## src/framing_pkg.sv

```systemverilog
package framing_pkg;

  // ************************************************************
  // Register map (index; byte address is four times the index)
  // ************************************************************
  localparam int              ADDR_W          = 10;
  localparam int              DATA_W          = 32;
  localparam logic [7:0]      IDX_PAIR_B_MOD  = 8'h57;
  localparam logic [7:0]      IDX_RX_FRAMING  = 8'h58;
  localparam logic [7:0]      IDX_IRQ_STATUS  = 8'h60;
  localparam logic [7:0]      IDX_IRQ_ENABLE  = 8'h61;
  localparam logic [7:0]      IDX_IRQ_CLEAR   = 8'h62;
  localparam logic [7:0]      IDX_RX_STATUS   = 8'h63;
  localparam logic [7:0]      IDX_RX_CONFIG   = 8'h64;

  // ************************************************************
  // Field positions, write masks and reset values
  // ************************************************************
  localparam int              MOD_MILLER_BIT  = 6;
  localparam int              MOD_PULSE_LSB   = 4;
  localparam int              MOD_INV_BIT     = 3;
  localparam int              MOD_ENV_LSB     = 0;
  localparam int              RX_INVPAR_BIT   = 5;
  localparam int              RX_LEN_BIT      = 4;
  localparam int              RX_MSB_BIT      = 3;
  localparam int              RX_STOPBIT_BIT  = 2;
  localparam int              RX_PARODD_BIT   = 1;
  localparam int              CFG_PAR_EN_BIT  = 0;
  localparam logic [7:0]      MOD_WR_MASK     = 8'h7f;
  localparam logic [7:0]      RX_WR_MASK      = 8'h3e;
  localparam logic [7:0]      CFG_WR_MASK     = 8'h01;
  localparam logic [7:0]      MOD_RESET       = 8'h00;
  localparam logic [7:0]      RX_RESET        = 8'h00;
  localparam logic [7:0]      CFG_RESET       = 8'h01;

  // ************************************************************
  // Interrupt bits
  // ************************************************************
  localparam int              IRQ_W           = 4;
  localparam int              IRQ_BYTE        = 0;
  localparam int              IRQ_FRAME_END   = 1;
  localparam int              IRQ_FRAME_ERR   = 2;
  localparam int              IRQ_PARITY_ERR  = 3;

  // ************************************************************
  // Timing and character layout
  // ************************************************************
  localparam int              BIT_CYCLES      = 8;
  localparam int              DATA_BITS       = 8;
  localparam logic            STOP_BIT_VALUE  = 1'b1;

  // ************************************************************
  // Enumerations
  // ************************************************************
  typedef enum logic [2:0] {
    ENV_DIRECT    = 3'h0,
    ENV_MANCH     = 3'h1,
    ENV_MANCH_SUB = 3'h2,
    ENV_BPSK      = 3'h3,
    ENV_RZ_LATE   = 3'h4,
    ENV_RZ_EARLY  = 3'h5
  } env_e;

  typedef enum logic [1:0] {
    PULSE_NONE    = 2'h0,
    PULSE_START   = 2'h1,
    PULSE_HALF    = 2'h2,
    PULSE_QUARTER = 2'h3
  } pulse_e;

  typedef enum logic [1:0] {
    RX_IDLE   = 2'h0,
    RX_DATA   = 2'h1,
    RX_PARITY = 2'h2,
    RX_STOP   = 2'h3
  } rx_state_e;

endpackage

```

## src/pair_b_encoder.sv

```systemverilog
`timescale 1ns/100ps
`default_nettype none
module pair_b_encoder
  import framing_pkg::*;
#(
  parameter int BIT_CYCLES_P = framing_pkg::BIT_CYCLES
)(
  // Clock and reset
  input  wire logic       mclk,
  input  wire logic       sys_rst,
  // Bit stream
  input  wire logic       bit_strobe,
  input  wire logic       bit_value,
  input  wire logic       pair_b_active,
  // Settings
  input  wire logic       miller_enable,
  input  wire logic [1:0] pulse_position,
  input  wire logic       invert,
  input  wire logic [2:0] envelope_select,
  // Modulator drive
  output logic            mod_out
);

  localparam int PH_W = $clog2(BIT_CYCLES_P);
  localparam int QLEN = BIT_CYCLES_P / 4;

  if (BIT_CYCLES_P < 4 || (BIT_CYCLES_P % 4) != 0)
  begin
    $error("BIT_CYCLES_P must be a multiple of 4, at least 4");
  end

  logic [PH_W-1:0] phase_q;
  logic            bit_q;
  logic            prev_q;
  logic            sub_q;
  logic            mod_q;

  // ************************************************************
  // Bit timing
  // ************************************************************
  wire [1:0] quarter   = 2'(32'(phase_q) / QLEN);
  wire       late_half = quarter[1];
  logic      env_bit;
  logic      window;

  always_comb
  begin
    case (env_e'(envelope_select))
      ENV_DIRECT    : env_bit = bit_q;
      ENV_MANCH     : env_bit = bit_q ^ late_half;
      ENV_MANCH_SUB : env_bit = (bit_q ^ late_half) & sub_q;
      ENV_BPSK      : env_bit = bit_q ^ sub_q;
      ENV_RZ_LATE   : env_bit = bit_q & late_half;
      ENV_RZ_EARLY  : env_bit = bit_q & ~late_half;
      default       : env_bit = 1'b0;
    endcase
  end

  // Miller: one pauses mid-bit, zero at start unless after a one
  wire miller_win = bit_q ? (quarter == 2'h2)
                          : (quarter == 2'h0) & ~prev_q;

  always_comb
  begin
    case (pulse_e'(pulse_position))
      PULSE_NONE    : window = 1'b1;
      PULSE_START   : window = (quarter == 2'h0);
      PULSE_HALF    : window = (quarter == 2'h2);
      PULSE_QUARTER : window = (quarter == 2'h3);
      default       : window = 1'b1;
    endcase
  end

  wire shaped  = miller_enable ? miller_win
                               : env_bit & window;
  wire coded   = shaped ^ invert;
  wire mod_d   = pair_b_active ? coded : bit_q;

  always_ff @(posedge mclk)
  begin
    if (sys_rst)
    begin
      phase_q <= '0;
      bit_q   <= 1'b0;
      prev_q  <= 1'b0;
      sub_q   <= 1'b0;
      mod_q   <= 1'b0;
    end
    else
    begin
      sub_q <= ~sub_q;
      mod_q <= mod_d;
      if (bit_strobe)
      begin
        phase_q <= '0;
        bit_q   <= bit_value;
        prev_q  <= bit_q;
      end
      else if (32'(phase_q) != BIT_CYCLES_P - 1)
        phase_q <= phase_q + 1'b1;
    end
  end

  assign mod_out = mod_q;

endmodule
`default_nettype wire

```

## src/symbol_framing_top.sv

```systemverilog
// Chosen here: the Avalon-MM register port.
`timescale 1ns/100ps
`default_nettype none
module symbol_framing_top
  import framing_pkg::*;
#(
  parameter int BIT_CYCLES_P = framing_pkg::BIT_CYCLES
)(
  // Clock and reset
  input  wire logic                          mclk,
  input  wire logic                          sys_rst,
  // Avalon-MM slave
  input  wire logic [framing_pkg::ADDR_W-1:0] avs_address,
  input  wire logic                          avs_read,
  input  wire logic                          avs_write,
  input  wire logic [framing_pkg::DATA_W-1:0] avs_writedata,
  input  wire logic [3:0]                    avs_byteenable,
  output logic      [framing_pkg::DATA_W-1:0] avs_readdata,
  output logic                               avs_waitrequest,
  // Transmit bit stream
  input  wire logic                          tx_bit_strobe,
  input  wire logic                          tx_bit_value,
  input  wire logic                          tx_pair_b_active,
  output logic                               tx_mod_out,
  // Receive bit stream from demodulator
  input  wire logic                          rx_frame_start,
  input  wire logic                          rx_bit_valid,
  input  wire logic                          rx_bit_value,
  output logic                               demod_resync,
  // Receive byte stream to coprocessor
  output logic      [7:0]                    rx_byte_data,
  output logic                               rx_byte_valid,
  output logic                               rx_byte_parity_err,
  output logic                               rx_frame_done,
  output logic                               rx_frame_error,
  // Interrupt
  output logic                               irq
);

  // ************************************************************
  // Helper functions
  // ************************************************************
  function automatic logic [7:0] put_bit(input logic [7:0] b,
                                         input logic [2:0] pos,
                                         input logic       v);
    logic [7:0] r;
    r      = b;
    r[pos] = v;
    return r;
  endfunction

  function automatic logic hit(input logic [7:0] idx_w,
                               input logic [7:0] idx);
    return idx_w == idx;
  endfunction

  // ************************************************************
  // Register bus
  // ************************************************************
  logic              ack_q;
  logic [31:0]       rdata_q;
  logic [7:0]        mod_q;
  logic [7:0]        rxf_q;
  logic [7:0]        cfg_q;
  logic [IRQ_W-1:0]  ists_q;
  logic [IRQ_W-1:0]  ien_q;

  // One wait cycle: request taken at the second edge
  wire        req      = avs_read | avs_write;
  wire        take_bus = req & ack_q;
  wire [7:0]  idx      = avs_address[9:2];
  wire        aligned  = avs_address[1:0] == 2'h0;
  wire        lane0    = avs_byteenable[0];
  wire        wr_ok    = take_bus & avs_write & aligned & lane0;
  wire        wr_mod   = wr_ok & hit(idx, IDX_PAIR_B_MOD);
  wire        wr_rxf   = wr_ok & hit(idx, IDX_RX_FRAMING);
  wire        wr_cfg   = wr_ok & hit(idx, IDX_RX_CONFIG);
  wire        wr_ien   = wr_ok & hit(idx, IDX_IRQ_ENABLE);
  wire        wr_iclr  = wr_ok & hit(idx, IDX_IRQ_CLEAR);
  wire [7:0]  wbyte    = avs_writedata[7:0];

  assign avs_waitrequest = req & ~ack_q;

  // ************************************************************
  // Control fields
  // ************************************************************
  wire       miller_en    = mod_q[MOD_MILLER_BIT];
  wire [1:0] pulse_pos    = mod_q[MOD_PULSE_LSB +: 2];
  wire       pair_inv     = mod_q[MOD_INV_BIT];
  wire [2:0] env_sel      = mod_q[MOD_ENV_LSB +: 3];
  wire       halt_inv_par = rxf_q[RX_INVPAR_BIT];
  wire       halt_len     = rxf_q[RX_LEN_BIT];
  wire       msb_first    = rxf_q[RX_MSB_BIT];
  wire       stop_en      = rxf_q[RX_STOPBIT_BIT];
  wire       par_odd      = rxf_q[RX_PARODD_BIT];
  wire       par_en       = cfg_q[CFG_PAR_EN_BIT];

  // ************************************************************
  // Transmit encoder for the second symbol pair
  // ************************************************************
  pair_b_encoder #(
    .BIT_CYCLES_P    (BIT_CYCLES_P)
  ) u_enc (
    .mclk            (mclk),
    .sys_rst         (sys_rst),
    .bit_strobe      (tx_bit_strobe),
    .bit_value       (tx_bit_value),
    .pair_b_active   (tx_pair_b_active),
    .miller_enable   (miller_en),
    .pulse_position  (pulse_pos),
    .invert          (pair_inv),
    .envelope_select (env_sel),
    .mod_out         (tx_mod_out)
  );

  // ************************************************************
  // Receive framing
  // ************************************************************
  rx_state_e  state_q;
  rx_state_e  state_d;
  logic [2:0] bcnt_q;
  logic [7:0] shift_q;
  logic       xor_q;
  logic [7:0] len_q;
  logic       len_ok_q;
  logic [7:0] count_q;
  logic       perr_q;
  logic [7:0] byte_q;
  logic       bval_q;
  logic       bperr_q;
  logic       done_q;
  logic       ferr_q;
  logic       resync_q;

  wire        take      = rx_bit_valid & (state_q != RX_IDLE);
  wire        bit_in    = rx_bit_value;
  wire [2:0]  pos       = msb_first ? 3'h7 - bcnt_q : bcnt_q;
  wire        last_data = (state_q == RX_DATA) & (bcnt_q == 3'h7);
  wire [7:0]  byte_now  = (state_q == RX_DATA) ? put_bit(shift_q, pos, bit_in)
                                               : shift_q;
  wire        par_exp   = xor_q ^ par_odd;
  wire        par_ok    = bit_in == par_exp;
  wire        in_par    = take & (state_q == RX_PARITY);
  wire        in_stop   = take & (state_q == RX_STOP);
  wire        inv_stop  = in_par & ~par_ok & halt_inv_par;
  wire        stop_good = in_stop & (bit_in == STOP_BIT_VALUE);
  wire        stop_bad  = in_stop & (bit_in != STOP_BIT_VALUE);
  wire        char_done = (take & last_data & ~par_en & ~stop_en)
                        | (in_par & ~inv_stop & ~stop_en)
                        | stop_good;
  wire        perr_now  = in_par ? ~par_ok : perr_q;
  wire [7:0]  count_nx  = count_q + 8'h01;
  wire [7:0]  len_eff   = len_ok_q ? len_q : byte_now;
  wire        len_hit   = char_done & halt_len & (count_nx >= len_eff);
  wire        frame_end = inv_stop | len_hit;

  always_comb
  begin
    state_d = state_q;
    case (state_q)
      RX_IDLE   : state_d = RX_IDLE;
      RX_DATA   :
        if (take & last_data)
          state_d = par_en ? RX_PARITY : (stop_en ? RX_STOP : RX_DATA);
      RX_PARITY :
        if (take)
          state_d = stop_en ? RX_STOP : RX_DATA;
      RX_STOP   :
        if (take)
          state_d = RX_DATA;
      default   : state_d = RX_IDLE;
    endcase
    if (frame_end | stop_bad)
      state_d = RX_IDLE;
    if (rx_frame_start)
      state_d = RX_DATA;
  end

  always_ff @(posedge mclk)
  begin
    if (sys_rst)
    begin
      state_q  <= RX_IDLE;
      bcnt_q   <= 3'h0;
      shift_q  <= 8'h00;
      xor_q    <= 1'b0;
      perr_q   <= 1'b0;
      len_q    <= 8'h00;
      len_ok_q <= 1'b0;
      count_q  <= 8'h00;
    end
    else
    begin
      state_q <= state_d;
      if (rx_frame_start)
      begin
        bcnt_q   <= 3'h0;
        xor_q    <= 1'b0;
        perr_q   <= 1'b0;
        len_ok_q <= 1'b0;
        count_q  <= 8'h00;
      end
      else if (take & (state_q == RX_DATA))
      begin
        shift_q <= byte_now;
        xor_q   <= xor_q ^ bit_in;
        bcnt_q  <= bcnt_q + 3'h1;
      end
      else if (in_par)
        perr_q <= ~par_ok;
      if (char_done & ~rx_frame_start)
      begin
        xor_q   <= 1'b0;
        perr_q  <= 1'b0;
        count_q <= count_nx;
        if (!len_ok_q)
        begin
          len_q    <= byte_now;
          len_ok_q <= 1'b1;
        end
      end
    end
  end

  // Outputs of the receive path are registered one cycle after the bit
  always_ff @(posedge mclk)
  begin
    if (sys_rst)
    begin
      byte_q   <= 8'h00;
      bval_q   <= 1'b0;
      bperr_q  <= 1'b0;
      done_q   <= 1'b0;
      ferr_q   <= 1'b0;
      resync_q <= 1'b0;
    end
    else
    begin
      bval_q   <= char_done & ~rx_frame_start;
      bperr_q  <= char_done ? perr_now & par_en : bperr_q;
      done_q   <= frame_end & ~rx_frame_start;
      ferr_q   <= stop_bad & ~rx_frame_start;
      resync_q <= stop_good;
      if (char_done)
        byte_q <= byte_now;
    end
  end

  assign rx_byte_data       = byte_q;
  assign rx_byte_valid      = bval_q;
  assign rx_byte_parity_err = bperr_q;
  assign rx_frame_done      = done_q;
  assign rx_frame_error     = ferr_q;
  assign demod_resync       = resync_q;

  // ************************************************************
  // Interrupt status
  // ************************************************************
  // A new event in the clear cycle survives: set is applied after clear
  logic [IRQ_W-1:0] ev;
  always_comb
  begin
    ev                 = '0;
    ev[IRQ_BYTE]       = bval_q;
    ev[IRQ_FRAME_END]  = done_q;
    ev[IRQ_FRAME_ERR]  = ferr_q;
    ev[IRQ_PARITY_ERR] = bval_q & bperr_q;
  end

  wire [IRQ_W-1:0] iclr = wr_iclr ? wbyte[IRQ_W-1:0] : '0;
  assign irq = |(ists_q & ien_q);

  // ************************************************************
  // Register storage and read mux
  // ************************************************************
  wire [7:0] rx_status = {3'h0, len_ok_q, 2'h0, state_q};
  logic [31:0] rmux;
  always_comb
  begin
    rmux = 32'h0000_0000;
    if (aligned)
    begin
      case (idx)
        IDX_PAIR_B_MOD : rmux[7:0]       = mod_q;
        IDX_RX_FRAMING : rmux[7:0]       = rxf_q;
        IDX_RX_CONFIG  : rmux[7:0]       = cfg_q;
        IDX_IRQ_STATUS : rmux[IRQ_W-1:0] = ists_q;
        IDX_IRQ_ENABLE : rmux[IRQ_W-1:0] = ien_q;
        IDX_RX_STATUS  : rmux            = {len_q, count_q, 8'h00,
                                            rx_status};
        default        : rmux            = 32'h0000_0000;
      endcase
    end
  end

  always_ff @(posedge mclk)
  begin
    if (sys_rst)
    begin
      ack_q   <= 1'b0;
      rdata_q <= 32'h0000_0000;
      mod_q   <= MOD_RESET;
      rxf_q   <= RX_RESET;
      cfg_q   <= CFG_RESET;
      ien_q   <= '0;
      ists_q  <= '0;
    end
    else
    begin
      ack_q  <= req & ~ack_q;
      ists_q <= (ists_q & ~iclr) | ev;
      if (req & ~ack_q & avs_read)
        rdata_q <= rmux;
      if (wr_mod)
        mod_q <= wbyte & MOD_WR_MASK;
      if (wr_rxf)
        rxf_q <= wbyte & RX_WR_MASK;
      if (wr_cfg)
        cfg_q <= wbyte & CFG_WR_MASK;
      if (wr_ien)
        ien_q <= wbyte[IRQ_W-1:0];
    end
  end

  assign avs_readdata = rdata_q;

endmodule
`default_nettype wire

```

## config.mk

```make
export PLATFORM = sky130hd
export DESIGN_NAME = symbol_framing_top
export DESIGN_NICKNAME = d
export VERILOG_FILES = /design/src/framing_pkg.sv /design/src/pair_b_encoder.sv /design/src/symbol_framing_top.sv
export SDC_FILE = /design/constraint.sdc
export NUM_CORES = 1
export LEC_CHECK = 0
export CAP_MARGIN = 20
export CORE_MARGIN = 5
export CORE_UTILIZATION = 29
export CTS_CLUSTER_DIAMETER = 200
export DETAILED_ROUTE_END_ITERATION = 6
export DONT_BUFFER_PORTS = 1
export SLEW_MARGIN = 20
export SYNTH_ARGS = -nofsm -noshare
export SYNTH_HDL_FRONTEND = slang
export SYNTH_HIERARCHICAL = 1
export SYNTH_SLANG_ARGS = --single-unit
```

## constraint.sdc

```tcl
create_clock -name mclk -period 5.6 [get_ports mclk]
set_input_delay 0.56 -clock mclk [delete_from_list [all_inputs] [get_ports mclk]]
set_output_delay 0.56 -clock mclk [all_outputs]
set_load 0.1 [all_outputs]
```

### Word-level counts from Yosys, hierarchy flattened

Cells that the tools add are included.
Widths: inputs -> output; s select.

* output and inout port bits: 48
* bits in registers: 106

* reductions and logical operators: 16
* mux-type cells: 30
* bitwise logic cells: 61
* $lt $le $gt $ge: 3
* equality and inequality tests: 29
* $add $sub $neg: 4

Operators by type and width (number)
* $eq 8x7->1 const B: 7
* $and 1x1->1: 37
* $mux 32: 1
* $mux 8: 4
* $mux 24: 1
* $pmux 4 s6: 1
* $eq 2x2->1 const B: 6
* $mux 1: 10
* $mux 2: 5
* $not 1->1: 10
* $eq 3x3->1 const B: 3
* $pmux 3 s3: 1
* $add 8x1->8 const B: 1
* $and 4x4->4: 2
* $bwmux 8: 1
* $ge 8x8->1: 1
* $logic_not 2->1: 4
* $ne 4x3->1 const B: 2
* $pmux 2 s4: 1
* $add 3x1->3 const B: 2
* $eq 3x2->1 const B: 2
* $pmux 1 s6: 1
* $reduce_and 3->1: 2
* $reduce_or 3->1: 2
* other kinds (24): 36

### Logic depth before layout (Yosys ltp)

Gate-level depths: netlist of the first run.

* word-level depth: 16
* gate-level depth with buffers: 13

### Hierarchy

The synthesis of the first run kept the hierarchy.

By module, submodules not included
* symbol_framing_top: cells each 531, instances 1, sequential area each 1801.7 sq um, area each 4514.3 sq um
* pair_b_encoder: cells each 52, instances 1, sequential area each 140.1 sq um, area each 447.9 sq um

### Least setup slack after synthesis of the first run

No wires, ideal clock.

* kind: register to register
* start point: reg bcnt_q[2]
* end point: reg state_q[0]
* stages on the path, launching flop included: 11
* required time: 5464 ps
* arrival: 2791 ps
* setup time: 136 ps
* path slack: 2672 ps
* path buffers: 1
* cell sequence: dfxtp_1 clkbuf_1 or4b_2 a21oi_1 mux2_2 o21ai_0 ha_1 o2111ai_1 o221a_2 o31ai_1 o22ai_1

* longest elaborated chain between the ends: 15
* elaborated cells between the ends (all ways): 28
* classes of those cells: 1 x add/sub; 3 x order compare; 4 x eq/ne; 8 x mux; 10 x bitwise; 2 x reduce/logical

Ends and longest elaborated chain
* start: declaration: line symbol_framing_top.sv:121 `logic [2:0] bcnt_q;`
* start signal: assignment: line symbol_framing_top.sv:207 `bcnt_q <= bcnt_q + 3'h1;`
* $sub 3x3->3: line symbol_framing_top.sv:137 `wire [2:0] pos = msb_first ? 3'h7 - bcnt_q : bcnt_q;`
* $mux 3: line symbol_framing_top.sv:137
* $lt 3x4->1 (not written as such) / $ge 3x1->1 (equally long branches): line symbol_framing_top.sv:48 `r[pos] = v;`
* $logic_and 1x1->1 (not written as such): line symbol_framing_top.sv:48
* $mux 1 (not written as such): line symbol_framing_top.sv:48
* $demux 1 s3: line symbol_framing_top.sv:48
* $bwmux 8: line symbol_framing_top.sv:48
* $mux 8: line symbol_framing_top.sv:139 `wire [7:0] byte_now = (state_q == RX_DATA) ? put_bit(shift_q, pos, bit_in)`
* $mux 8
* $ge 8x8->1: line symbol_framing_top.sv:154 `wire len_hit = char_done & halt_len & (count_nx >= len_eff);`
* $and 1x1->1: line symbol_framing_top.sv:154
* $or 1x1->1: line symbol_framing_top.sv:155 `wire frame_end = inv_stop | len_hit;`
* $or 1x1->1: line symbol_framing_top.sv:173 `if (frame_end | stop_bad)`
* $ne 4x2->1 (no line) (tied with other cells)
* $reduce_and 3->1 (no line) / $mux 1 (equally long branches)
* end signal: assignment: line symbol_framing_top.sv:194 `state_q <= state_d;`
* end: declaration: line symbol_framing_top.sv:119 `rx_state_e state_q;`

Parallel ways exist; a longest one is shown, timed or not.
A chain may end at the register's enable or synchronous reset.

### Final worst setup path of the first run

* start point: reg bcnt_q[2]
* end point: reg done_q (netlist: rx_frame_done)

* longest elaborated chain between the ends: 13
* elaborated cells between the ends (all ways): 22
* classes of those cells: 1 x add/sub; 3 x order compare; 1 x eq/ne; 6 x mux; 10 x bitwise; 1 x reduce/logical

Ends and longest elaborated chain
* $sub 3x3->3: line symbol_framing_top.sv:137
* $mux 3: line symbol_framing_top.sv:137
* $lt 3x4->1 (not written as such) / $ge 3x1->1 (equally long branches): line symbol_framing_top.sv:48
* $logic_and 1x1->1 (not written as such): line symbol_framing_top.sv:48
* $mux 1 (not written as such): line symbol_framing_top.sv:48
* $demux 1 s3: line symbol_framing_top.sv:48
* $bwmux 8: line symbol_framing_top.sv:48
* $mux 8: line symbol_framing_top.sv:139
* $mux 8
* $ge 8x8->1: line symbol_framing_top.sv:154
* $and 1x1->1 (*): line symbol_framing_top.sv:154
* $or 1x1->1 (*): line symbol_framing_top.sv:155
* $and 1x1->1 (*): line symbol_framing_top.sv:241 `done_q <= frame_end & ~rx_frame_start;`
* end signal: assignment: line symbol_framing_top.sv:241
* end: declaration: line symbol_framing_top.sv:131 `logic done_q;`

Every way passes the cells marked *; elsewhere a longest branch is shown, timed or not.

==> results of run 1 <==
layout by cell type (no fill, tap or decap), drive strengths merged, types with 10 or more instances in the layout:
| master | instances |
|---|---|
| dfxtp | 97 |
| nor2 | 81 |
| a21oi | 41 |
| o21ai | 35 |
| nand2 | 32 |
| nor3 | 23 |
| mux2i | 22 |
| a22oi | 20 |
| nand3 | 18 |
| inv | 18 |
| nand2b | 14 |
| xor2 | 13 |
| ha | 13 |
| mux2 | 10 |
registers in the layout, indices dropped and copies added (netlist names), 2 cells and up:
name           cells
rx_byte_data       8
ien_q              4
rxf_q              5
state_q            2
ists_q             4
avs_readdata      23
shift_q            8
bcnt_q             3
count_q            8
mod_q              7
u_enc/phase_q      3
len_q              8
metrics by stage:
step | hold slack (ps) | area, µm² | instances
2_1_floorplan | 433.2 | 4992 | 591
3_3_place_gp | 455.0 | 5069 | 767
3_5_place_dp | 460.5 | 5069 | 767
4_1_cts | 261.1 | 5420 | 783
5_1_grt | 254.4 | 5420 | 783
6_report | 283.5 | 5420 | 783
where the power goes:
group	internal, W	leakage (nW)	switching [W]
clock	0.000442	0.168	0.000282
combinational	0.0000161	0.973	0.0000553
sequential	0.000694	0.783	0.0000102
total	0.00115	1.92	0.000347
Yosys cell counts (3+ instances only):
library cell,count
sky130_fd_sc_hd__mux2_2,9
sky130_fd_sc_hd__or4b_2,5
sky130_fd_sc_hd__o21ai_0,35
sky130_fd_sc_hd__nand4b_1,6
sky130_fd_sc_hd__or4bb_1,6
sky130_fd_sc_hd__o211ai_1,3
sky130_fd_sc_hd__clkbuf_1,33
sky130_fd_sc_hd__mux2i_1,22
sky130_fd_sc_hd__buf_4,13
sky130_fd_sc_hd__nor3_1,23
sky130_fd_sc_hd__and3_1,6
sky130_fd_sc_hd__nand4_1,4
sky130_fd_sc_hd__nor2_1,79
sky130_fd_sc_hd__dfxtp_1,97
sky130_fd_sc_hd__a22oi_1,20
sky130_fd_sc_hd__nor4_1,3
sky130_fd_sc_hd__xor2_1,13
sky130_fd_sc_hd__ha_1,13
sky130_fd_sc_hd__o22ai_1,3
sky130_fd_sc_hd__nor2b_1,5
sky130_fd_sc_hd__a211oi_1,5
sky130_fd_sc_hd__nand2b_1,14
sky130_fd_sc_hd__nand3_1,18
sky130_fd_sc_hd__a211o_1,5
sky130_fd_sc_hd__inv_1,16
sky130_fd_sc_hd__nand2_1,32
sky130_fd_sc_hd__o2111ai_1,9
sky130_fd_sc_hd__a21oi_1,39
path summary, 6_finish.rpt:
| check | startpoint | end | slack (ps) |
|---|---|---|---|
| worst max-delay path | bcnt_q[2] | rx_frame_done | 2140 |
| worst min-delay path | tx_bit_strobe | u_enc/phase_q[0] | 280 |
| worst max register to register | bcnt_q[2] | rx_frame_done | 2140 |
| worst min register to register | rxf_q[1] | rxf_q[1] | 480 |
routing by layer:
layer,share of wire,GRT usage,vias up,wire length (µm)
li1,-,-,2039,-
met1,0.46,0.1702,1922,5837
met2,0.46,0.2016,93,5846
met3,0.062,0.04064,9,785
met4,0.010,0.03468,0,127
met5,0,0,-,0
worst max-delay path, cell delays in order, from the launching register on:
cell,delay [ps]
sky130_fd_sc_hd__dfxtp_1,640
sky130_fd_sc_hd__or4b_2,650
sky130_fd_sc_hd__a21oi_1,160
sky130_fd_sc_hd__mux2_2,390
sky130_fd_sc_hd__o21ai_0,300
sky130_fd_sc_hd__ha_1,210
sky130_fd_sc_hd__o2111ai_1,120
sky130_fd_sc_hd__o221a_2,310
sky130_fd_sc_hd__o31ai_1,370
sky130_fd_sc_hd__and2_1,220
kinds of logic after synthesis:
group / after synthesis / share of synthesized area
other: 1 / 0.0007557
AND/OR/NAND/NOR: 221 / 0.2320
multiplexers: 32 / 0.06783
XOR/XNOR: 16 / 0.03152
adder cells (fa/ha/maj): 13 / 0.03278
buffers and inverters: 63 / 0.05749
AO/OA/AOI/OAI: 140 / 0.1863
flip-flops: 97 / 0.3913
layout make-up:
cell class,count,area share
sequential,97,0.3583
timing repair buffer,2,0.002770
tap,220,0.05078
multi-input combinational,431,0.5115
clock inverter,7,0.02331
inverter,17,0.01177
clock buffer,9,0.04155
==> impl.org, run 1 <==
** Run status
- Run status :: finished, final reports clean

** Worst setup path
- By startpoint and endpoint, the worst setup path is classified as register to register.
- Sort of element at the start of the critical path :: register
- Measured in cells, the most critical reg-to-reg path has a length of 9.
- For the worst setup path, the data required time is 5880 ps.
- Highest fanout seen on the critical path :: 18
- The worst setup path is captured at a register.
- At the worst endpoint, the arrival time is 3740 ps.

** Pwr
- Final total power :: 0.001499 W
- Leakage power :: 1.924 nW
- Dividing total power by cell area gives a power density of 276.5 nW/µm².
- Max VDD drop :: 0.1654 mV

** Synthesis
- Of the post-synthesis cell area, the dominant cell type holds 0.3913.
- Unique masters post-synth :: 60
- Largest cells by area after synthesis :: sky130_fd_sc_hd__dfxtp_1, sky130_fd_sc_hd__nor2_1, sky130_fd_sc_hd__mux2i_1, sky130_fd_sc_hd__a21oi_1, sky130_fd_sc_hd__o21ai_0
- Cell type with the largest total area after synthesis :: sky130_fd_sc_hd__dfxtp_1
- A synthesized cell averages 8.512 µm².
- Share of flip-flops with an asynchronous set or reset :: 0
- Synthesized instance count :: 583
- For this run, the number of Yosys warnings is 6.
- The share of the Yosys chip area taken by registers is 0.3913.
- Summing every instance area after synthesis gives 4962 µm².
- The most used flip-flop cell after synthesis is sky130_fd_sc_hd__dfxtp_1.
- Number of enable flip-flop cells after synthesis :: 0
- The synthesized design contains 97 register bits.

** CTS
- In this run the deepest clock path goes through 2 buffers.
- Clock-pin slew was measured on the worst setup and hold paths at 70 ps.
- Post-CTS Hold Fix Bufs :: 0
- In this run the clock root is driven by a sky130_fd_sc_hd__clkbuf_16.
- Number of clock sinks :: 97
- Number of buffers created by CTS :: 9
- Postcts setup bufs :: 0
- The H-tree was split into 3 levels.
- After clock tree synthesis, the repair step resized 0 gates.
- CTS tree :: built
- The later pin in the worst-skew pair is clocked with a latency of 350 ps.

** Placement
- Detailed Place HPWL :: 8.860 mm
- The count of buffers added on input and output ports is 0.
- At the end of routability-driven placement, the weighted congestion stood at 0.7740.
- At the placement stage, the worst setup path has a slack of 2213 ps.

** GRT
- Overall fraction of global-route tracks in use :: 0.1282
- Entering global routing, the biggest net connects 80 pins.
- Number of antenna violations at the first check in global routing :: 0
- The first global-routing pass estimated 20.64 mm of wire.
- Total congestion overflow after global routing :: 0
- The number of global-route vias before repair came to 3,804.

** Timing
- Setup violations remaining at the end of the flow were counted as 0.
- Worst relative slew slack :: 0.2961
- Sum of negative setup slack :: 0 ps
- Count of final hold-check violations :: 0
- Based on the critical path, the design can be clocked at up to 289.4 MHz.
- The worst path in the final design needs a cycle of 3456 ps, including I/O delays and setup.
- Worst-case setup margin in the final layout :: 2144 ps
- RSZ-0062 raised after global routing :: false
- Between clock sinks in the finished design, the worst skew comes to 8.292 ps.
- Dividing the final minimum period by the clock period gives 0.6171.
- Number of pins with negative max-slew slack in the final report :: 0
- Pin slew with the least headroom to its limit :: 1055 ps

** Floorplanning
- In this run the vertical extent of the chip is 140.8 µm.
- The die is 140.8 µm wide.
- Cell Rows :: 47
- The floorplan step defined a die boundary enclosing 19,830 µm².
- The initial utilization of the core area, before any placement, comes to 0.2971.
- CORE AREA :: 16,700 µm²
- I/O pin cnt :: 104

** Cells and area
- Once layout is complete, the utilization of the core stands at 0.3245.
- Registers take 1942 µm².
- The area growth from synthesis to layout is 9.228%.
- Total area of multi-input combinational cells :: 2773 µm²
- # fillers :: 1,798
- 0 antenna diodes ended up in the layout.
- In the final layout, the share of cells above drive strength 1 is 0.08526.
- The final layout contains 627 nets.

** Route
- DR iter-0 viols :: 261
- The count of nets left with antenna violations once routing finished came out at 0.
- Router iterations before antenna repair :: 5
- Via density per instance :: 5.189
- The routed layout has 4,063 vias.
- After detailed routing, the average wire length per cell comes to 16.09 µm.
- After detailed routing, the total wire length is 12.60 mm.
- For this run, design rule violations remaining after detail routing come to 0.

** Worst hold path
- Counting instances, the worst hold path has a depth of 1.
- Type of the tightest min-delay check :: input port to register

** Flow run
- # Max-Cap Violations :: 0
Power figures use the tool's default switching activity.
==> inputs of run 2 (changes only) <==
==> constraint.sdc (replaced) <==
create_clock -name mclk -period 2.9 [get_ports mclk]
set_input_delay 0.29 -clock mclk [delete_from_list [all_inputs] [get_ports mclk]]
set_output_delay 0.29 -clock mclk [all_outputs]
set_load 0.1 [all_outputs]
==> run 2 against run 1 <==
Sequential share of layout area fell by 2.7 points. Utilization rose by 2.9 points. Highest routed layer unchanged. Global-route usage rose by 0.59 points. Flip-flop and latch count did not move. Via count rose by 5.3%. Combinational power rose by 130%. Non-clock buffer count rose by 49. Power rose by 84%. Die area did not move. Critical path depth rose by 3.
==> impl.org, run 2 (synthesized netlist as in run 1, its figures left out) <==
** Pwr
- Reg power frac :: 0.491 (+0.021)
- Cell internal pwr :: 0.002083 W (+81%)
- The worst-case vdd ir drop is 0.3424 mV (+110%).
- The part of the power in the clock network came to 0.448 (-0.035).
- The power dissipated by switching net loads is 0.0006678 W (+92%).
- The net switching fraction of the power is 0.2428 (+0.01120).
- Power density over the cells :: 465.5 nW/µm² (+68%)
- The leakage component of the power came to 2.206 nW (+15%).
- The combinational share of power is 0.061 (+0.013).

** Placement
- Worst setup slack before clock tree synthesis :: -182.1 ps (-2395 ps)
- The half-perimeter wire length of the detailed placement result is 9.660 mm (+9.0%).
- Routability congestion estimate from global placement :: 0.7715 (-0.32%)
- Count of port buffers added during placement :: 0 (unchanged)

** Worst hold path
- The min-delay analysis places its worst path in the category input port to register.
- The worst hold path terminates at avs_readdata[5].
- The cell count of the worst hold path was 1 (unchanged).
- The worst hold path begins at sys_rst.

** Route
- The average wire length per cell after detail routing was 16.01 µm (-0.47%).
- The number of nets still failing antenna checks after routing came to 0 (unchanged).
- Total via count after detailed routing :: 4,280 (+5.3%)
- Router iterations before antenna repair :: 5 (unchanged)
- Total detailed-routing wirelength :: 13.32 mm (+5.8%)
- Number of design rule violations left after detail routing :: 0 (unchanged)
- The DRC violation total after the first TritonRoute iteration was 260 (-0.38%).
- The number of vias per cell after detailed routing is 5.144 (-0.86%).

** CTS
- H-tree depth :: 3 (unchanged)
- Clock tree synthesis selected as its root buffer the cell sky130_fd_sc_hd__clkbuf_16.
- The worst-skew pair later-pin latency is 350 ps (about the same).
- Number of clock sinks :: 97 (unchanged)
- Clock-pin slew on the worst setup and hold paths :: 60 ps (about the same)
- The maximum clock insertion buffer count came to 2 (unchanged).
- The total CTS buffers was 9 (unchanged).
- CTS tree :: built

** Cells and area
- Antenna fix cells :: 0 (unchanged)
- Number of nets in the final layout :: 676 (+7.8%)
- Leaving out fill and tap cells, the most frequent cell in the layout is sky130_fd_sc_hd__dfxtp_1.
- The flip-flop count of the largest register, all copies and words added came to 23 (unchanged).
- Proportion of layout cells with a drive suffix above 1 :: 0.1944 (+0.1092)
- The top cell types in the final layout, fill and taps aside, are sky130_fd_sc_hd__dfxtp_1, sky130_fd_sc_hd__nor2_1, sky130_fd_sc_hd__buf_4, sky130_fd_sc_hd__a21oi_1, sky130_fd_sc_hd__nand2_1.
- Post-Route Utilization :: 0.3538 (+0.02929)
- The area growth from synthesis to layout is 19.09%.
- The number of fill cells is 1,750 (-2.7%).

** Timing
- The post-route clock period utilization is 0.9646 (+0.3475).
- The headroom to the max-slew limit came to 0.3005 (+0.004484).
- The actual transition at the worst max-transition pin is 1048 ps (-7.025 ps).
- The final count of negative-setup-slack endpoints is 0 (unchanged).
- Count of final hold-check violations :: 0 (unchanged)
- Worst-case setup margin in the final layout :: 102.6 ps (-2042 ps)
- The post-route minimum period is 2797 ps (-658.3 ps).
- The number of pins exceeding their max-slew limit in the final report was 0 (unchanged).
- The clock tree skew after final layout came to 7.683 ps (-0.6089 ps).
- Hold_ws :: 16.16 ps (-267.4 ps)
- The final total negative setup slack is 0 ps (unchanged).
- The fmax is 357.5 MHz (+24%).

** Run status
- Run status :: finished, final reports clean

** Worst setup path
- The data arrival time at the worst-slack endpoint is 3030 ps (-710 ps).
- Slack of the worst reg-to-reg path :: 100 ps (-2040 ps)
- Ordered list of cells on the worst path :: buf_6 > or4_4 > a21oi_2 > mux2_4 > nor2_4 > nor2_2 > ha_1 > nand2b_4 > a211oi_2 > o221a_2 > o31ai_4 > o22ai_1
- The worst setup path is launched from a register.
- Critical register-to-register path endpoint :: state_q[0]
- Critical path data required time :: 3130 ps (-2750 ps)
- The setup path with the least slack is of type register to register.
- The length in cells of the worst reg-to-reg path was 12 (+3).
- The delay of the slowest cell on the worst path came to 480 ps (-170 ps).
- Cell with the largest stage delay on the worst path :: sky130_fd_sc_hd__or4_4
- The largest fanout on the critical path is 6 (-12).
- Capturing element type of the critical path :: register
- Worst R2R Start :: rxf_q[3]

** Flow run
- # Max-Cap Violations :: 0 (unchanged)

** GRT
- Wire length of the first global-routing pass :: 21.40 mm (+3.7%)
- The sum of overflow across all layers after global routing came to 0 (unchanged).
- The maximum number of pins on one net before global-route repair was 70 (-13%).
- The number of global-route vias before repair came to 4,045 (+6.3%).
- Overall fraction of global-route tracks in use :: 0.1341 (+0.005949)
- Number of antenna violations at the first check in global routing :: 0 (unchanged)

** Floorplanning
- Initial Util :: 0.2971 (unchanged)
- Die Span X :: 140.8 µm (unchanged)
- The area of the die came to 19,830 µm² (unchanged).
- Die Y-Extent :: 140.8 µm (unchanged)
- The number of rows created at floorplan was 47 (unchanged).
- The core footprint came to 16,700 µm² (unchanged).
- The total I/O pin count came to 104 (unchanged).
run 2: final cells by class:
type	instances	area, µm²	share of cell area
Clock buffer	11	242.7	0.04108
Multi-Input combinational cell	431	2903	0.4912
Inverter	17	63.81	0.01080
Tap cell	220	275.3	0.04658
Timing Repair Buffer	51	404.1	0.06839
Clock inverter	5	63.81	0.01080
Sequential cell	97	1957	0.3311
run 2: worst max-delay path: cells and delay by family, from the launching register on:
kind | cells | cell delay [ps]
AOI/OAI and AO/OA | 5 | 850
and+or+nand+nor | 4 | 730
DFF | 1 | 370
muxes | 1 | 350
adders and majority gates | 1 | 270
buffers and inverters | 1 | 110
run 2: timing repair:
| action | CTS | global route |
|---|---|---|
| setup buffers | 0 | 2 |
| pin swaps | 5 | 11 |
| hold buffers | 2 | 0 |
| setup endpoints to repair | 3 | 3 |
| hold endpoints to repair | 11 | 0 |
| gates resized for setup | 21 | 29 |
run 2: how the worst max path moves through the flow:
stage | start | endpoint | slack, ps | depth (start not counted)
3_5_place_dp | bcnt_q[1] | state_q[1] | -180 | 10
2_1_floorplan | bcnt_q[2] | state_q[0] | 10 | 10
4_1_cts | bcnt_q[1] | rx_frame_done | 4 | 10
6_report | rxf_q[3] | state_q[0] | 100 | 12
5_1_grt | bcnt_q[1] | rx_frame_done | -10 | 10
3_3_place_gp | bcnt_q[1] | state_q[0] | -130 | 9
run 2: routing by layer:
layer | track usage | part of all wire
met5 | 0 | 0
met4 | 0.04284 | 0.019
met3 | 0.04572 | 0.072
met2 | 0.2172 | 0.47
met1 | 0.1683 | 0.44
run 2: power groups by stage:
stage | sequential (W) | combinational [W] | clock [W]
finish | 0.00135 | 0.000167 | 0.00123
global route | 0.00135 | 0.000180 | 0.00132
CTS | 0.00135 | 0.000164 | 0.00127
detailed placement | 0.00138 | 0.000155 | 0
global placement | 0.00138 | 0.000154 | 0
floorplan | 0.00138 | 0.000161 | 0
run 2: through the flow:
stage | cells | power, W | area [µm²]
final | 832 | 0.002751 | 5909
after global routing | 832 | 0.002853 | 5909
after CTS | 830 | 0.002781 | 5802
after detailed placement | 812 | 0.001539 | 5424
after global placement | 812 | 0.001539 | 5424
after floorplan | 591 | 0.001543 | 4997
==> inputs of run 3 (changes only) <==
--- a/config.mk
+++ b/config.mk
@@ -11,6 +11,7 @@
 export CTS_CLUSTER_DIAMETER = 200
 export DETAILED_ROUTE_END_ITERATION = 6
 export DONT_BUFFER_PORTS = 1
+export HOLD_SLACK_MARGIN = 0.06
 export SLEW_MARGIN = 20
 export SYNTH_ARGS = -nofsm -noshare
 export SYNTH_HDL_FRONTEND = slang
==> run 3 against run 2 <==
Utilization is 0.16 points higher. Non-clock buffer count is 1 higher. Die area stayed put. Critical path depth stayed put. Worst hold slack better by 67 ps. Maximum frequency is 0.20% higher. Flip-flop and latch count stayed put. Setup slack better by 5.6 ps. Via count is 0.63% lower. Global-route usage is 0.091 points higher. Cell count is 0.12% higher. Sequential power hardly changed.
==> impl.org, run 3 (synthesized netlist as in run 1, its figures left out) <==
** Run status
- The run finished with clean final reports.

** CTS
- CTS tree :: built
- The tree is rooted in a sky130_fd_sc_hd__clkbuf_16.
- The H-tree level count is 3 (unchanged).
- Later-pin clock latency in the skew report :: 350 ps (about the same)
- Clock-pin slew on the worst setup and hold paths :: 70 ps (about the same)
- Number of clock sinks :: 97 (unchanged)
- Number of buffers created by CTS :: 9 (unchanged)
- The maximum clock insertion buffer count came to 2 (unchanged).

** Route
- The number of vias per cell after detailed routing is 5.106 (-0.75%).
- Total via count after detailed routing :: 4,253 (-0.63%)
- The DRC violation total after the first TritonRoute iteration came to 247 (-5.0%).
- Antenna violation net count after detailed routing :: 0 (unchanged)
- The final wirelength was 13.36 mm (+0.26%).
- Number of design rule violations left after detail routing :: 0 (unchanged)
- Router iterations before antenna repair :: 4 (-1)
- Wire per inst :: 16.03 µm (+0.14%)

** Floorplanning
- The floorplan die width was 140.8 µm (unchanged).
- Cell Rows :: 47 (unchanged)
- CORE AREA :: 16,700 µm² (unchanged)
- The effective utilization at floorplan is 0.2971 (unchanged).
- The total I/O pin count was 104 (unchanged).
- Floorplan die area :: 19,830 µm² (unchanged)
- Die Y-Extent :: 140.8 µm (unchanged)

** Placement
- Count of port buffers added during placement :: 0 (unchanged)
- Total placed cells including tap cells :: 812 (unchanged)
- The weighted congestion at the end of routability-driven global placement was 0.7715 (unchanged).
- The half-perimeter wire length of the detailed placement result came to 9.660 mm (unchanged).

** Worst setup path
- Worst reg-to-reg path cell count :: 12 (unchanged)
- Critical Path Start :: rxf_q[3]
- The worst setup path is captured at a register.
- The worst register-to-register path ends at state_q[0].
- Highest fanout seen on the critical path :: 6 (unchanged)
- The data arrival time at the worst-slack endpoint was 3020 ps (about the same).
- The flop-to-flop setup slack came to 110 ps (about the same).
- The worst setup path is of the register to register kind.
- In this run the critical register-to-register path is launched from rxf_q[3].
- STA classifies the critical path startpoint as a register.
- Destination of the critical timing path :: state_q[0]
- Critical path data required time :: 3130 ps (about the same)

** Cells and area
- The flip-flop count of the largest register, all copies and words added was 23 (unchanged).
- The final non-filler cell total came to 833 (+0.12%).
- The layout cell share with drive strength beyond 1 was 0.1958 (+0.001314).
- The footprint of the multi-input gates was 2903 µm² (unchanged).
- The area growth from synthesis to layout is 19.64%.
- Antenna fix cells :: 0 (unchanged)
- FF/Latch Area :: 1957 µm² (unchanged)
- The final standard cell utilization of the core was 0.3555 (+0.001648).
- Most frequent cells in the layout :: sky130_fd_sc_hd__dfxtp_1, sky130_fd_sc_hd__nor2_1, sky130_fd_sc_hd__buf_4, sky130_fd_sc_hd__a21oi_1, sky130_fd_sc_hd__nand2_1
- The library cell used most frequently in the layout, excluding fill and tap cells, is sky130_fd_sc_hd__dfxtp_1.
- The net count reported at finish came to 677 (+0.15%).
- # fillers :: 1,748 (-0.11%)

** GRT
- Wire length of the first global-routing pass :: 21.51 mm (+0.52%)
- Via count of the first global-routing pass :: 4,056 (+0.27%)
- The routing usage on met2 was 0.2177 (+0.0005040).
- The initial antenna violation count was 0 (unchanged).
- Total congestion overflow after global routing :: 0 (unchanged)
- Global routing usage on met1 :: 0.1697 (+0.001424)
- The global routing usage on met3 was 0.04605 (+0.0003386).
- Top Usage Layer GRT :: met2
- The maximum number of pins on one net before global-route repair is 75 (+7.1%).
- The overall routing resource usage is 0.1350 (+0.0009140).

** Timing
- The number of endpoints with negative hold slack in the final report was 0 (unchanged).
- Pin slew with the least headroom to its limit :: 1032 ps (-15.90 ps)
- Tmin final :: 2792 ps (-5.589 ps)
- Fraction of the cycle the final worst path needs :: 0.9627 (-0.001927)
- The headroom to the max-slew limit came to 0.3112 (+0.01061).
- The final total negative setup slack is 0 ps (unchanged).
- The clock tree skew after final layout came to 5.872 ps (-1.811 ps).
- The final count of negative-setup-slack endpoints came to 0 (unchanged).
- The fmax is 358.2 MHz (+0.20%).
- The number of pins exceeding their max-slew limit in the final report came to 0 (unchanged).

** Pwr
- The power density of the placed cells was 465.8 nW/µm² (about the same).
- The worst-case vdd ir drop came to 0.3473 mV (+1.4%).
- The leakage component of the power was 2.219 nW (+0.57%).
- The total power consumption of the routed design came to 0.002765 W (+0.53%).

** Worst hold path
- The tightest min-delay check is of the input port to register type.

** Flow run
- # Max-Cap Violations :: 0 (unchanged)
## run 3: repair_timing
action                                  CTS  global route
hold buffers                              3             0
pin swaps                                 5            11
hold endpoints to repair                 75             0
endpoints found under the setup margin    3             3
resized for setup                        21            29
setup buffers                             0             2
## run 3: worst min path at each step
stage	start	to	slack, ps	depth (start not counted)
after detailed placement	sys_rst	avs_readdata[4]	370	1
final	avs_writedata[5]	mod_q[5]	80	2
after global placement	sys_rst	u_enc/sub_q	370	1
after global routing	avs_writedata[3]	mod_q[3]	80	2
after CTS	avs_writedata[5]	mod_q[5]	70	2
after floorplan	sys_rst	u_enc/sub_q	360	1
## run 3: metal layers
layer,share of wire,wire length [µm]
met5,0,0
met4,0.0095,127
met3,0.069,917
met2,0.48,6398
met1,0.44,5913
## run 3: worst max-delay path, cell delays in order, from the launching register on
cell and delay, ps:
sky130_fd_sc_hd__dfxtp_4 370, sky130_fd_sc_hd__buf_6 110, sky130_fd_sc_hd__or4_4 480, sky130_fd_sc_hd__a21oi_2 170, sky130_fd_sc_hd__mux2_4 350, sky130_fd_sc_hd__nor2_4 90, sky130_fd_sc_hd__nor2_2 50, sky130_fd_sc_hd__ha_1 270
sky130_fd_sc_hd__nand2b_4 110, sky130_fd_sc_hd__a211oi_2 50, sky130_fd_sc_hd__o221a_2 290, sky130_fd_sc_hd__o31ai_4 250, sky130_fd_sc_hd__o22ai_1 90
## run 3: where the power goes
part / internal, W / switching [W]
clock network: 0.000700 / 0.000528
registers: 0.00134 / 0.0000143
logic: 0.0000502 / 0.000136
total: 0.00209 / 0.000678
## run 3: through the flow
stage | setup slack [ps] | hold slack, ps | cell area, µm²
2_1_floorplan | 14.92 | 356.7 | 4997
3_3_place_gp | -133.6 | 366.3 | 5424
3_5_place_dp | -182.1 | 370.8 | 5424
4_1_cts | 3.502 | 65.23 | 5829
5_1_grt | -13.83 | 81.86 | 5937
6_report | 108.2 | 82.86 | 5937
## run 3: final cells by class
type,count,area share
clock inverters,5,0.01075
repair buffers,52,0.07271
inverters,17,0.01075
well taps,220,0.04636
flip-flops and latches,97,0.3296
multi-input cells,431,0.4889
clock buffers,11,0.04089
